`src/rtl/fea_pkg.sv`:
```
// Package for the flash erase and access control block.
// Assumes a 50 MHz system clock and an eight-bit CPU I/O register space.
package fea_pkg;

  localparam logic [7:0] KEY_OFS     = 8'hf5;
  localparam logic [7:0] DATA_OFS    = 8'hf6;
  localparam logic [7:0] BASE_OFS    = 8'hf7;
  localparam logic [7:0] CTRL_OFS    = 8'hf8;
  localparam logic [7:0] DIV_OFS     = 8'hf9;
  localparam logic [7:0] GUARD_OFS   = 8'hfa;

  localparam logic [7:0] KEY_FIRST   = 8'hb6;
  localparam logic [7:0] KEY_SECOND  = 8'h49;

  localparam logic [7:0] BASE_RST    = 8'h00;
  localparam logic [7:0] CTRL_RST    = 8'h88;
  localparam logic [7:0] DIV_RST     = 8'h01;
  localparam logic [7:0] GUARD_RST   = 8'hff;
  localparam logic [7:0] GUARD_ALL   = 8'hff;
  localparam logic [7:0] ERASED_BYTE = 8'hff;

  localparam int CTRL_EN_BIT   = 3;
  localparam int CTRL_WAIT_LSB = 5;
  localparam int CTRL_WAIT_MSB = 7;
  localparam logic [7:0] CTRL_WMASK = 8'he8;
  localparam logic [7:0] BASE_WMASK = 8'hfc;

  localparam int ADDR_W   = 18;
  localparam int PAGE_LSB = 11;
  localparam int PAGE_W   = 7;

  localparam int CLK_HZ        = 50000000;
  localparam int MASS_ERASE_MS = 200;
  localparam int PAGE_ERASE_MS = 10;
  localparam int MASS_ERASE_CYC = (CLK_HZ / 1000) * MASS_ERASE_MS;
  localparam int PAGE_ERASE_CYC = (CLK_HZ / 1000) * PAGE_ERASE_MS;
  localparam int ERASE_CNT_W    = 24;

  typedef enum logic [3:0] {
    FEA_IDLE  = 4'b0001,
    FEA_HOLD  = 4'b0010,
    FEA_COUNT = 4'b0100,
    FEA_DONE  = 4'b1000
  } fea_state_e;

  typedef struct packed {
    logic        io_rd;
    logic        io_wr;
    logic        mem_rd;
    logic        mem_wr;
    logic [7:0]  io_addr;
    logic [23:0] mem_addr;
    logic [7:0]  wdata;
  } fea_cpu_req_s;

  typedef struct packed {
    logic              rd;
    logic              wr;
    logic              info;
    logic [ADDR_W-1:0] addr;
    logic [7:0]        wdata;
  } fea_arr_s;

  typedef struct packed {
    logic              active;
    logic              mass;
    logic              info;
    logic [PAGE_W-1:0] page;
  } fea_erase_s;

endpackage
```
`src/rtl/fea_ctrl.sv`:
```
// Flash erase sequencing, guarded registers, I/O data port and memory window.
// Assumes CPU requests are levels held until o_ack and dropped in the ack cycle.
`timescale 1ns/1ns
`default_nettype none
module fea_ctrl #(
  parameter int MASS_CYC = fea_pkg::MASS_ERASE_CYC,
  parameter int PAGE_CYC = fea_pkg::PAGE_ERASE_CYC
) (
  input  wire logic                  i_clk,
  input  wire logic                  i_nrst,
  input  wire fea_pkg::fea_cpu_req_s i_req,
  input  wire logic                  i_sram_hit,
  input  wire logic                  i_addr_load,
  input  wire logic [17:0]           i_addr_value,
  input  wire logic                  i_aux_area_enable,
  input  wire logic                  i_mass_erase_start,
  input  wire logic                  i_page_erase_start,
  input  wire logic                  i_irq_status_rd,
  input  wire logic [7:0]            i_arr_rdata,
  output logic                       o_ack,
  output logic                       o_wait,
  output logic [7:0]                 o_rdata,
  output logic                       o_ext_cs_inhibit,
  output fea_pkg::fea_arr_s          o_arr,
  output fea_pkg::fea_erase_s        o_erase,
  output logic                       o_erase_done_flag,
  output logic [17:0]                o_io_addr,
  output logic [7:0]                 o_clock_divider,
  output logic [7:0]                 o_write_erase_guard
);
  import fea_pkg::*;

  function automatic logic is_window(input logic [7:0] base, input logic [23:0] a);
    is_window = (a[23:ADDR_W] == base[7:2]);
  endfunction

  ////////////////////////////////////////////////////////////////////////////////
  // Register state and decode.

  logic [7:0]  base_upper;
  logic [7:0]  access_ctrl;
  logic        unlocked;
  logic        key_first;
  logic        io_wr_q;
  logic [7:0]  next_base_upper;
  logic [7:0]  next_access_ctrl;
  logic [7:0]  next_divider;
  logic [7:0]  next_guard;
  logic        next_unlocked;
  logic        next_key_first;
  logic        win_en;
  logic [2:0]  wait_cnt_cfg;
  logic        mem_hit;
  logic        io_ours;
  logic        io_new_wr;
  logic        erase_busy;
  logic        erase_done;

  assign win_en       = access_ctrl[CTRL_EN_BIT];
  assign wait_cnt_cfg = access_ctrl[CTRL_WAIT_MSB:CTRL_WAIT_LSB];
  // SRAM claims its addresses first, so flash never answers there.
  assign mem_hit   = win_en && !i_sram_hit && is_window(base_upper, i_req.mem_addr);
  assign io_ours   = (i_req.io_addr >= KEY_OFS) && (i_req.io_addr <= GUARD_OFS);
  assign io_new_wr = i_req.io_wr && !io_wr_q;

  ////////////////////////////////////////////////////////////////////////////////
  // Access state machine.

  fea_state_e        state;
  fea_state_e        next_state;
  logic [2:0]        wcnt;
  logic [2:0]        next_wcnt;
  logic              acc_io;
  logic              acc_wr;
  logic              acc_data;
  logic [7:0]        acc_reg;
  logic [ADDR_W-1:0] acc_addr;
  logic [7:0]        acc_wdata;
  logic              next_acc_io;
  logic              next_acc_wr;
  logic              next_acc_data;
  logic [7:0]        next_acc_reg;
  logic [ADDR_W-1:0] next_acc_addr;
  logic [7:0]        next_acc_wdata;
  logic              start_req;
  logic              start_flash;
  logic              finish;

  assign start_req   = (i_req.mem_rd || i_req.mem_wr) ? mem_hit : ((i_req.io_rd || i_req.io_wr) && io_ours);
  assign start_flash = (i_req.mem_rd || i_req.mem_wr) || (i_req.io_addr == DATA_OFS);
  assign finish      = (state == FEA_COUNT) && (wcnt == 3'h0);

  always_comb begin
    next_state     = state;
    next_wcnt      = wcnt;
    next_acc_io    = acc_io;
    next_acc_wr    = acc_wr;
    next_acc_data  = acc_data;
    next_acc_reg   = acc_reg;
    next_acc_addr  = acc_addr;
    next_acc_wdata = acc_wdata;
    case (state)
      FEA_IDLE: begin
        if (start_req) begin
          next_acc_io    = i_req.io_rd || i_req.io_wr;
          next_acc_wr    = i_req.io_wr || i_req.mem_wr;
          next_acc_data  = start_flash;
          next_acc_reg   = i_req.io_addr;
          // Memory cycles only ever reach the main array.
          next_acc_addr  = next_acc_io ? o_io_addr : i_req.mem_addr[ADDR_W-1:0];
          next_acc_wdata = i_req.wdata;
          next_wcnt      = start_flash ? wait_cnt_cfg : 3'h0;
          next_state     = (start_flash && erase_busy) ? FEA_HOLD : FEA_COUNT;
        end
      end
      FEA_HOLD: begin
        if (!erase_busy) begin
          next_state = FEA_COUNT;
        end
      end
      FEA_COUNT: begin
        if (wcnt == 3'h0) begin
          next_state = FEA_DONE;
        end else begin
          next_wcnt = wcnt - 3'h1;
        end
      end
      FEA_DONE: begin
        next_state = FEA_IDLE;
      end
      default: begin
        next_state = FEA_IDLE;
      end
    endcase
  end

  always_ff @(posedge i_clk or negedge i_nrst) begin
    if (!i_nrst) begin
      state     <= FEA_IDLE;
      wcnt      <= 3'h0;
      acc_io    <= 1'b0;
      acc_wr    <= 1'b0;
      acc_data  <= 1'b0;
      acc_reg   <= 8'h00;
      acc_addr  <= '0;
      acc_wdata <= 8'h00;
    end else begin
      state     <= next_state;
      wcnt      <= next_wcnt;
      acc_io    <= next_acc_io;
      acc_wr    <= next_acc_wr;
      acc_data  <= next_acc_data;
      acc_reg   <= next_acc_reg;
      acc_addr  <= next_acc_addr;
      acc_wdata <= next_acc_wdata;
    end
  end

  ////////////////////////////////////////////////////////////////////////////////
  // Configuration, key sequence and guarded registers.

  logic reg_wr;
  assign reg_wr = finish && acc_io && acc_wr;

  always_comb begin
    next_base_upper  = base_upper;
    next_access_ctrl = access_ctrl;
    next_divider     = o_clock_divider;
    next_guard       = o_write_erase_guard;
    next_unlocked    = unlocked;
    next_key_first   = key_first;
    // Any new I/O write, to any address, moves the key tracker.
    if (io_new_wr) begin
      next_key_first = (i_req.io_addr == KEY_OFS) && (i_req.wdata == KEY_FIRST);
      if (key_first && (i_req.io_addr == KEY_OFS) && (i_req.wdata == KEY_SECOND)) begin
        next_unlocked = 1'b1;
      end
    end
    if (reg_wr) begin
      case (acc_reg)
        BASE_OFS: next_base_upper = acc_wdata & BASE_WMASK;
        CTRL_OFS: next_access_ctrl = acc_wdata & CTRL_WMASK;
        DIV_OFS: begin
          if (unlocked) begin
            next_divider = acc_wdata;
          end
          next_unlocked = 1'b0;
        end
        GUARD_OFS: begin
          next_guard    = unlocked ? acc_wdata : GUARD_ALL;
          next_unlocked = 1'b0;
        end
        default: begin
          next_base_upper = base_upper;
        end
      endcase
    end
  end

  always_ff @(posedge i_clk or negedge i_nrst) begin
    if (!i_nrst) begin
      base_upper          <= BASE_RST;
      access_ctrl         <= CTRL_RST;
      o_clock_divider     <= DIV_RST;
      o_write_erase_guard <= GUARD_RST;
      unlocked            <= 1'b0;
      key_first           <= 1'b0;
      io_wr_q             <= 1'b0;
    end else begin
      base_upper          <= next_base_upper;
      access_ctrl         <= next_access_ctrl;
      o_clock_divider     <= next_divider;
      o_write_erase_guard <= next_guard;
      unlocked            <= next_unlocked;
      key_first           <= next_key_first;
      io_wr_q             <= i_req.io_wr;
    end
  end

  ////////////////////////////////////////////////////////////////////////////////
  // Indirect address, erase control and outputs.

  fea_erase_timer #(
    .MASS_CYC (MASS_CYC),
    .PAGE_CYC (PAGE_CYC)
  ) u_timer (
    .i_clk        (i_clk),
    .i_nrst       (i_nrst),
    .i_start_mass (i_mass_erase_start),
    .i_start_page (i_page_erase_start && !i_mass_erase_start),
    .o_busy       (erase_busy),
    .o_done       (erase_done)
  );

  logic [17:0] next_io_addr;
  logic        next_done_flag;
  fea_erase_s  next_erase;
  fea_arr_s    next_arr;
  logic [7:0]  next_rdata;
  logic        start_erase;

  assign start_erase = !erase_busy && (i_mass_erase_start || i_page_erase_start);

  always_comb begin
    next_io_addr = o_io_addr;
    if (finish && acc_io && acc_data) begin
      next_io_addr = o_io_addr + 18'h1;
    end else if (i_addr_load) begin
      next_io_addr = i_addr_value;
    end
    // A completion in the clearing cycle still leaves the flag set.
    next_done_flag = erase_done || (o_erase_done_flag && !i_irq_status_rd);
    next_erase = o_erase;
    if (start_erase) begin
      next_erase.active = 1'b1;
      next_erase.mass   = i_mass_erase_start;
      next_erase.info   = i_aux_area_enable;
      next_erase.page   = o_io_addr[PAGE_LSB +: PAGE_W];
    end else if (erase_done) begin
      next_erase.active = 1'b0;
    end
    next_arr       = o_arr;
    next_arr.rd    = (next_state == FEA_COUNT) && next_acc_data && !next_acc_wr;
    next_arr.wr    = (next_state == FEA_DONE) && acc_data && acc_wr;
    next_arr.info  = next_acc_io && i_aux_area_enable;
    next_arr.addr  = next_acc_addr;
    next_arr.wdata = next_acc_wdata;
    next_rdata = o_rdata;
    if (finish && !acc_wr) begin
      case (acc_reg)
        DATA_OFS: next_rdata = i_arr_rdata;
        BASE_OFS: next_rdata = base_upper;
        CTRL_OFS: next_rdata = access_ctrl;
        DIV_OFS: next_rdata = o_clock_divider;
        GUARD_OFS: next_rdata = o_write_erase_guard;
        default: next_rdata = 8'h00;
      endcase
      if (!acc_io) begin
        next_rdata = i_arr_rdata;
      end
    end
  end

  always_ff @(posedge i_clk or negedge i_nrst) begin
    if (!i_nrst) begin
      o_io_addr         <= '0;
      o_erase_done_flag <= 1'b0;
      o_erase           <= '0;
      o_arr             <= '0;
      o_rdata           <= 8'h00;
      o_ack             <= 1'b0;
      o_wait            <= 1'b0;
      o_ext_cs_inhibit  <= 1'b0;
    end else begin
      o_io_addr         <= next_io_addr;
      o_erase_done_flag <= next_done_flag;
      o_erase           <= next_erase;
      o_arr             <= next_arr;
      o_rdata           <= next_rdata;
      o_ack             <= (next_state == FEA_DONE);
      o_wait            <= (next_state == FEA_HOLD) || (next_state == FEA_COUNT);
      o_ext_cs_inhibit  <= (i_req.mem_rd || i_req.mem_wr) && mem_hit;
    end
  end
endmodule
`default_nettype wire

```
`src/rtl/fea_erase_timer.sv`:
```
// Self-timed erase counter for the flash erase and access control block.
// Ignores start pulses that arrive while it is busy; the top does not gate them with busy, and gates the page start only with the mass start.
`timescale 1ns/1ns
`default_nettype none
module fea_erase_timer #(
  parameter int MASS_CYC = fea_pkg::MASS_ERASE_CYC,
  parameter int PAGE_CYC = fea_pkg::PAGE_ERASE_CYC
) (
  input  wire logic i_clk,
  input  wire logic i_nrst,
  input  wire logic i_start_mass,
  input  wire logic i_start_page,
  output logic      o_busy,
  output logic      o_done
);
  import fea_pkg::*;

  logic [ERASE_CNT_W-1:0] cnt;
  logic [ERASE_CNT_W-1:0] next_cnt;
  logic                   next_busy;
  logic                   next_done;

  // The erase runs from its own count, so the CPU is free meanwhile except for flash accesses, which the top holds.
  always_comb begin
    next_cnt  = cnt;
    next_busy = o_busy;
    next_done = 1'b0;
    if (!o_busy && i_start_mass) begin
      next_cnt  = ERASE_CNT_W'(MASS_CYC - 1);
      next_busy = 1'b1;
    end else if (!o_busy && i_start_page) begin
      next_cnt  = ERASE_CNT_W'(PAGE_CYC - 1);
      next_busy = 1'b1;
    end else if (o_busy) begin
      if (cnt == '0) begin
        next_busy = 1'b0;
        next_done = 1'b1;
      end else begin
        next_cnt = cnt - 1'b1;
      end
    end
  end

  always_ff @(posedge i_clk or negedge i_nrst) begin
    if (!i_nrst) begin
      cnt    <= '0;
      o_busy <= 1'b0;
      o_done <= 1'b0;
    end else begin
      cnt    <= next_cnt;
      o_busy <= next_busy;
      o_done <= next_done;
    end
  end
endmodule
`default_nettype wire

```
`config.mk`:
```
export PLATFORM = sky130hd
export DESIGN_NAME = fea_ctrl
export DESIGN_NICKNAME = d
export VERILOG_FILES = /design/src/rtl/fea_pkg.sv /design/src/rtl/fea_ctrl.sv /design/src/rtl/fea_erase_timer.sv
export SDC_FILE = /design/constraint.sdc
export NUM_CORES = 1
export LEC_CHECK = 0
export ABC_AREA = 1
export BUFFER_PORTS_ARGS = -buffer_cell sky130_fd_sc_hd__clkbuf_2
export CAP_MARGIN = 20
export CORE_UTILIZATION = 45
export CTS_CLUSTER_DIAMETER = 40
export DETAILED_ROUTE_END_ITERATION = 10
export GPL_TIMING_DRIVEN = 0
export PLACE_DENSITY_LB_ADDON = 0.05
export SYNTH_ARGS = -nofsm -noshare
export SYNTH_HDL_FRONTEND = slang
export SYNTH_SLANG_ARGS = --single-unit
```
`constraint.sdc`:
```
create_clock -name i_clk -period 2.1 [get_ports i_clk]
set_input_delay 0.21 -clock i_clk [delete_from_list [all_inputs] [get_ports i_clk]]
set_output_delay 0.21 -clock i_clk [all_outputs]
set_load 0.05 [all_outputs]
```
# Word-level counts from Yosys, hierarchy flattened
# Cells that the tools add are included.
word_totals:
  wordCells: 148
  reg_bits: 142
  in_bits: 78
op_classes:
  n_reduce_logical: 53
  n_eq_ne: 19
  muxes: 40
  n_lt_le_gt_ge: 2
  addsub: 3
ops:
  columns: ["cell", "count"]
  rows:
  - ["$mux 24", 4]
  - ["$eq 8x8->1 const B", 8]
  - ["$mux 18", 3]
  - ["$pmux 8 s5", 1]
  - ["$logic_and 1x1->1", 25]
  - ["$logic_not 24->1", 1]
  - ["$sub 24x1->24 const B", 1]
  - ["$mux 1", 21]
  - ["$add 18x1->18 const B", 1]
  - ["$mux 8", 2]
  - ["$mux 3", 4]
  - ["$mux 4", 3]
  - ["$pmux 4 s3", 1]
  - ["$reduce_and 2->1", 5]
  - ["$eq 4x2->1 const B", 2]
  - ["$eq 4x3->1 const B", 2]
  - ["$eq 8x7->1 const B", 1]
  - ["$ge 8x8->1 const B", 1]
  - ["$le 8x8->1 const B", 1]
  - ["$logic_not 1->1", 7]
  - ["$logic_or 1x1->1", 7]
  - ["$eq 6x6->1", 1]
  - ["$pmux 3 s2", 1]
  - ["$reduce_and 3->1", 2]
  - ["9 further kinds", 12]

# Longest topological paths before layout
logic_depth:
  depth_word: 9
  depth_mapped: 14
  depth_no_buf: 13

# Modules after synthesis
# A second synthesis with hierarchy kept.
unflattened:
  hier_cells: 1009
  area_unflattened_um2: 7706.1
modules_own_cells:
  columns: ["module", "area_per_inst_um2", "instances", "cells_each"]
  rows:
  - ["fea_ctrl", 5880.6, 1, 730]
  - ["fea_erase_timer", 1825.5, 1, 279]

# Least setup slack after synthesis
# OpenSTA, ideal clock, no wires.
synth_path:
  kind: "register to register"
  from: "register o_io_addr[0]"
  to: "register o_io_addr[8]"
  stages_incl_launch_ff: 9
  setup_time_ns: 0.127
  path_slack_ns: 0.131
  n_path_buf: 0
  t_arrival_ns: 1.842
  path_cell_list: "dfrtp_1 > ha_1 > nand3_1 > nor3_2 > nand3_1 > a21oi_1 > o21ai_0 > nand2_1 > o21ai_0"
synth_between:
  elab_chain_cells: 2
synth_rtl:
  columns: ["element", "line_no", "text"]
  rows:
  - ["start: declaration", "fea_ctrl.sv:27", "output logic [17:0] o_io_addr,"]
  - ["start signal: assignment", "fea_ctrl.sv:295", "o_io_addr <= next_io_addr;"]
  - ["$add 18x1->18", "fea_ctrl.sv:247", "next_io_addr = o_io_addr + 18'h1;"]
  - ["$mux 18", "fea_ctrl.sv:246", "if (finish && acc_io && acc_data) begin"]
# No other way between the ends.
# A chain may end at the register's enable or synchronous reset.

# Worst setup path in the final report
layout_path:
  from: "register wcnt[0]"
  to: "register o_write_erase_guard[7]"
layout_between:
  elab_chain_cells: 5
layout_rtl:
  columns: ["element", "line_no", "text"]
  rows:
  - ["start: declaration", "fea_ctrl.sv:71", "logic [2:0] wcnt;"]
  - ["start signal: assignment", "fea_ctrl.sv:149", "wcnt <= next_wcnt;"]
  - ["$logic_not 3->1", "fea_ctrl.sv:91", "assign finish = (state == FEA_COUNT) && (wcnt == 3'h0);"]
  - ["$logic_and 1x1->1", "fea_ctrl.sv:91", null]
  - ["$logic_and 1x1->1 (2 in series)", "fea_ctrl.sv:163", "assign reg_wr = finish && acc_io && acc_wr;"]
  - ["$reduce_and 2->1 (no source line)", null, null]
  - ["end signal: assignment", "fea_ctrl.sv:213", "o_write_erase_guard <= next_guard;"]
  - ["end: declaration", "fea_ctrl.sv:29", "output logic [7:0] o_write_erase_guard"]
# No other way between the ends.

==> impl_results.md <==
- Outcome: completed
- Remaining DRCs: 0
- Total track usage: 0.263
- Post-synth top area share: 0.439
- Largest Register: o_arr
- Compound-Gate Fraction of Synth Area: 0.137
- Pre-antenna DRT Iters: 5
- Synth async-reset ratio: 1.00
- Drt wl/cell: 15.4 um
- WL final: 21100 um
- Commonest non-fill, non-tap cell in the layout: nand2_1
- Routed Antenna Nets: 0
- Layout Skew: 0.0153 ns
- Post-synth net total: 1037
- Crit path max-delay family: simple AND/OR/NAND/NOR gates
- Max Cap Viol: 0
- Number of buffer and inverter stages on the critical path: 2
- Synth area leaders: dfrtp_1 44%, nand2_1 11%, nand3_1 5.4%
- Max Slew Vio Count: 0
- Min Tclk post-route: 1.91 ns
- Hold WC Path Type: input pin to register
- Total Power: 7.39 mW
- Fin. Hold Viols: 0
- Ys flop type: dfrtp_1
- Rel. slew slack: 0.442
- Setup violators final: 0
- Core ar.: 16000 um^2
- Peak supply drop: 0.000600 V
- EDFF count, synth: 0
- Yosys reg bits: 142
- Critical Path, Cell by Cell: inv_1, ha_1, nand2_1, nor2_4, nand2_1, nor2_4, buf_6, nand2_2, nor2_4, a21oi_1
- Xor/xnor share of the synthesized area: 0.0201
- Synth Instances: 955
- Clk sink count: 142
- Non-Filler Instances: 1370
- DP Cell Count: 1334
- Chip Height: 130 um
- CTS Buf Count: 17
- Initial antenna violation count: 0
- Critical-path cell with the highest stage delay: dfrtp_1
- Worst slew pin tran: 0.830 ns
- # fillers: 1601
- Critical path arrival: 2.24 ns
- Fraction of layout cells with a size suffix above 1: 0.233
- Regs by FF count: o_arr x29, u_timer.cnt x24, o_io_addr x18
- Via count: 6993
- Max stage delay on crit path: 0.38 ns
- Warnings, synthesis: 0
- RSZ-0062 raised after global routing: no
- DRT iter0 DRCs: 373
- H-tree Lvls: 4
- Die X: 130 um
- Grt total ovfl: 0
- Core Rows: 46
- Vias/cell: 5.10
- Crit path top cell by count: nor2_4
- PortBufs: 162
- Cell taking the most area after synthesis: dfrtp_1
- Mux cell area share after synthesis: 0
- Critical Path Source Type: register
- CTS tree: yes
- Clk slew on worst S/H paths: 0.06 ns
- Die ar.: 17000 um^2
- GP Congestion: 0.854
- Static leakage: 4.66 nW
- Commonest non-fill, non-tap cells in the layout: 218 x nand2_1, 163 x clkbuf_2, 130 x dfrtp_1, 102 x nor2_1, 98 x inv_1
- Root Buffer: clkbuf_16
- Sequential area share after synthesis: 0.481
- Cell Area, Synth: 7420 um^2
- Crit share post-route: 0.909
- Max reg flops: 29
- WP data required: 2.44 ns
- Setup crit end kind: register
- Clk buf depth: 2
- Layout area overhead: 23.5%
- Largest net degree at the start of global routing: 98
- Initial Util: 0.464
- First-pass GRT wire length: 34000 um
- Vias in the first global route: 6642
- CP Class: register to register
- Pwr/cell area: 807 nW/um^2
- Placed wire-length estimate: 15600 um
- Main combinational cell family by area after synthesis: simple AND/OR/NAND/NOR gates
- Netlist cell types: 42
- Crit-path max FO: 10
- Fin nets: 1223
- Syn avg cell area: 7.77 um^2
- N_diodes: 0
- Worst-Skew Late Latency: 0.43 ns
- Adder-cell share of the synthesized area: 0.00675
- Post-Synth Simple-Gate Area: 0.276
- Peak Freq: 524 MHz
- # IOs: 163
==> layout make-up <==
cell class                 instances  area, um^2  share of cell area
buffer                            30         159              0.0173
tap                              216         270              0.0295
sequential                       142        3570               0.389
timing repair buffer             167         885              0.0965
clock inverter                     8        92.6              0.0101
clock buffer                      24         472              0.0515
multi-input combinational        669        3290               0.359
inverter                         114         428              0.0467
==> synthesized netlist by cell type (11+ instances only) <==
master	n
a21oi_1	61
dfrtp_1	130
nand2_1	219
xor2_1	15
nand4_1	18
o21ai_0	34
inv_1	98
nor2_1	102
clkbuf_1	11
nand3_1	80
nor3_1	11
buf_2	11
o21ai_1	56
dfstp_2	12
inv_2	13
==> cell families (layout without fill, tap and decap cells) <==
family,Yosys count,in the layout
xor+xnor,17,17
compound gates,184,184
fa+ha+maj,4,4
simple gates,464,464
buf+inv,144,343
flops,142,142
==> final timing paths <==
| path | from | endpoint | slack (ns) | depth (start not counted) |
|---|---|---|---|---|
| max in group asynchronous | i_nrst | o_write_erase_guard[7] | 1.00 | 3 |
| worst min register to register | u_timer.o_done | o_erase[9] | 0.46 | 1 |
| worst max register to register | wcnt[0] | o_write_erase_guard[7] | 0.19 | 10 |
| min in group asynchronous | i_nrst | wcnt[1] | 0.28 | 2 |
| worst min-delay path | i_addr_value[4] | o_io_addr[4] | 0.03 | 3 |
| worst max-delay path | wcnt[0] | o_write_erase_guard[7] | 0.19 | 10 |
==> stage by stage <==
step           hold WS [ns]  setup slack (ns)   util  TNS (ns)  cell area (um^2)
6_report             0.0331             0.191  0.573         0              9160
5_1_grt              0.0188           0.00356  0.573         0              9160
4_1_cts              0.0170            0.0616  0.571         0              9130
3_5_place_dp          0.173            0.0305  0.533         0              8530
3_3_place_gp          0.395             -1.75  0.531   -233.93              8500
2_1_floorplan       -0.0856             0.131      -         0              7420
==> layer usage <==
metal	routed length [um]	vias up	part of all wire	global-route usage
li1	-	3510	-	-
met1	9140	3259	0.43	0.333
met2	10500	203	0.50	0.444
met3	1220	21	0.058	0.0692
met4	227	0	0.011	0.0730
met5	0	-	0	0
==> worst reg2reg max path: stages (launching register included) <==
cell,delay (ns)
dfrtp_1,0.38
inv_1,0.10
ha_1,0.16
nand2_1,0.13
nor2_4,0.20
nand2_1,0.12
nor2_4,0.16
buf_6,0.16
nand2_2,0.09
nor2_4,0.22
a21oi_1,0.10
==> report_power, final <==
part           switching [mW]  internal (mW)
clock network            1.14           1.80
registers               0.177           2.95
logic                   0.985          0.336
total                    2.31           5.09
==> what timing repair did <==
action,CTS,global route
hold endpoints to repair,38,0
endpoints found under the setup margin,0,39
resized for setup,0,9
setup buffers,0,1
hold buffers,3,0
Note: power is estimated with default switching activity, not from simulation.
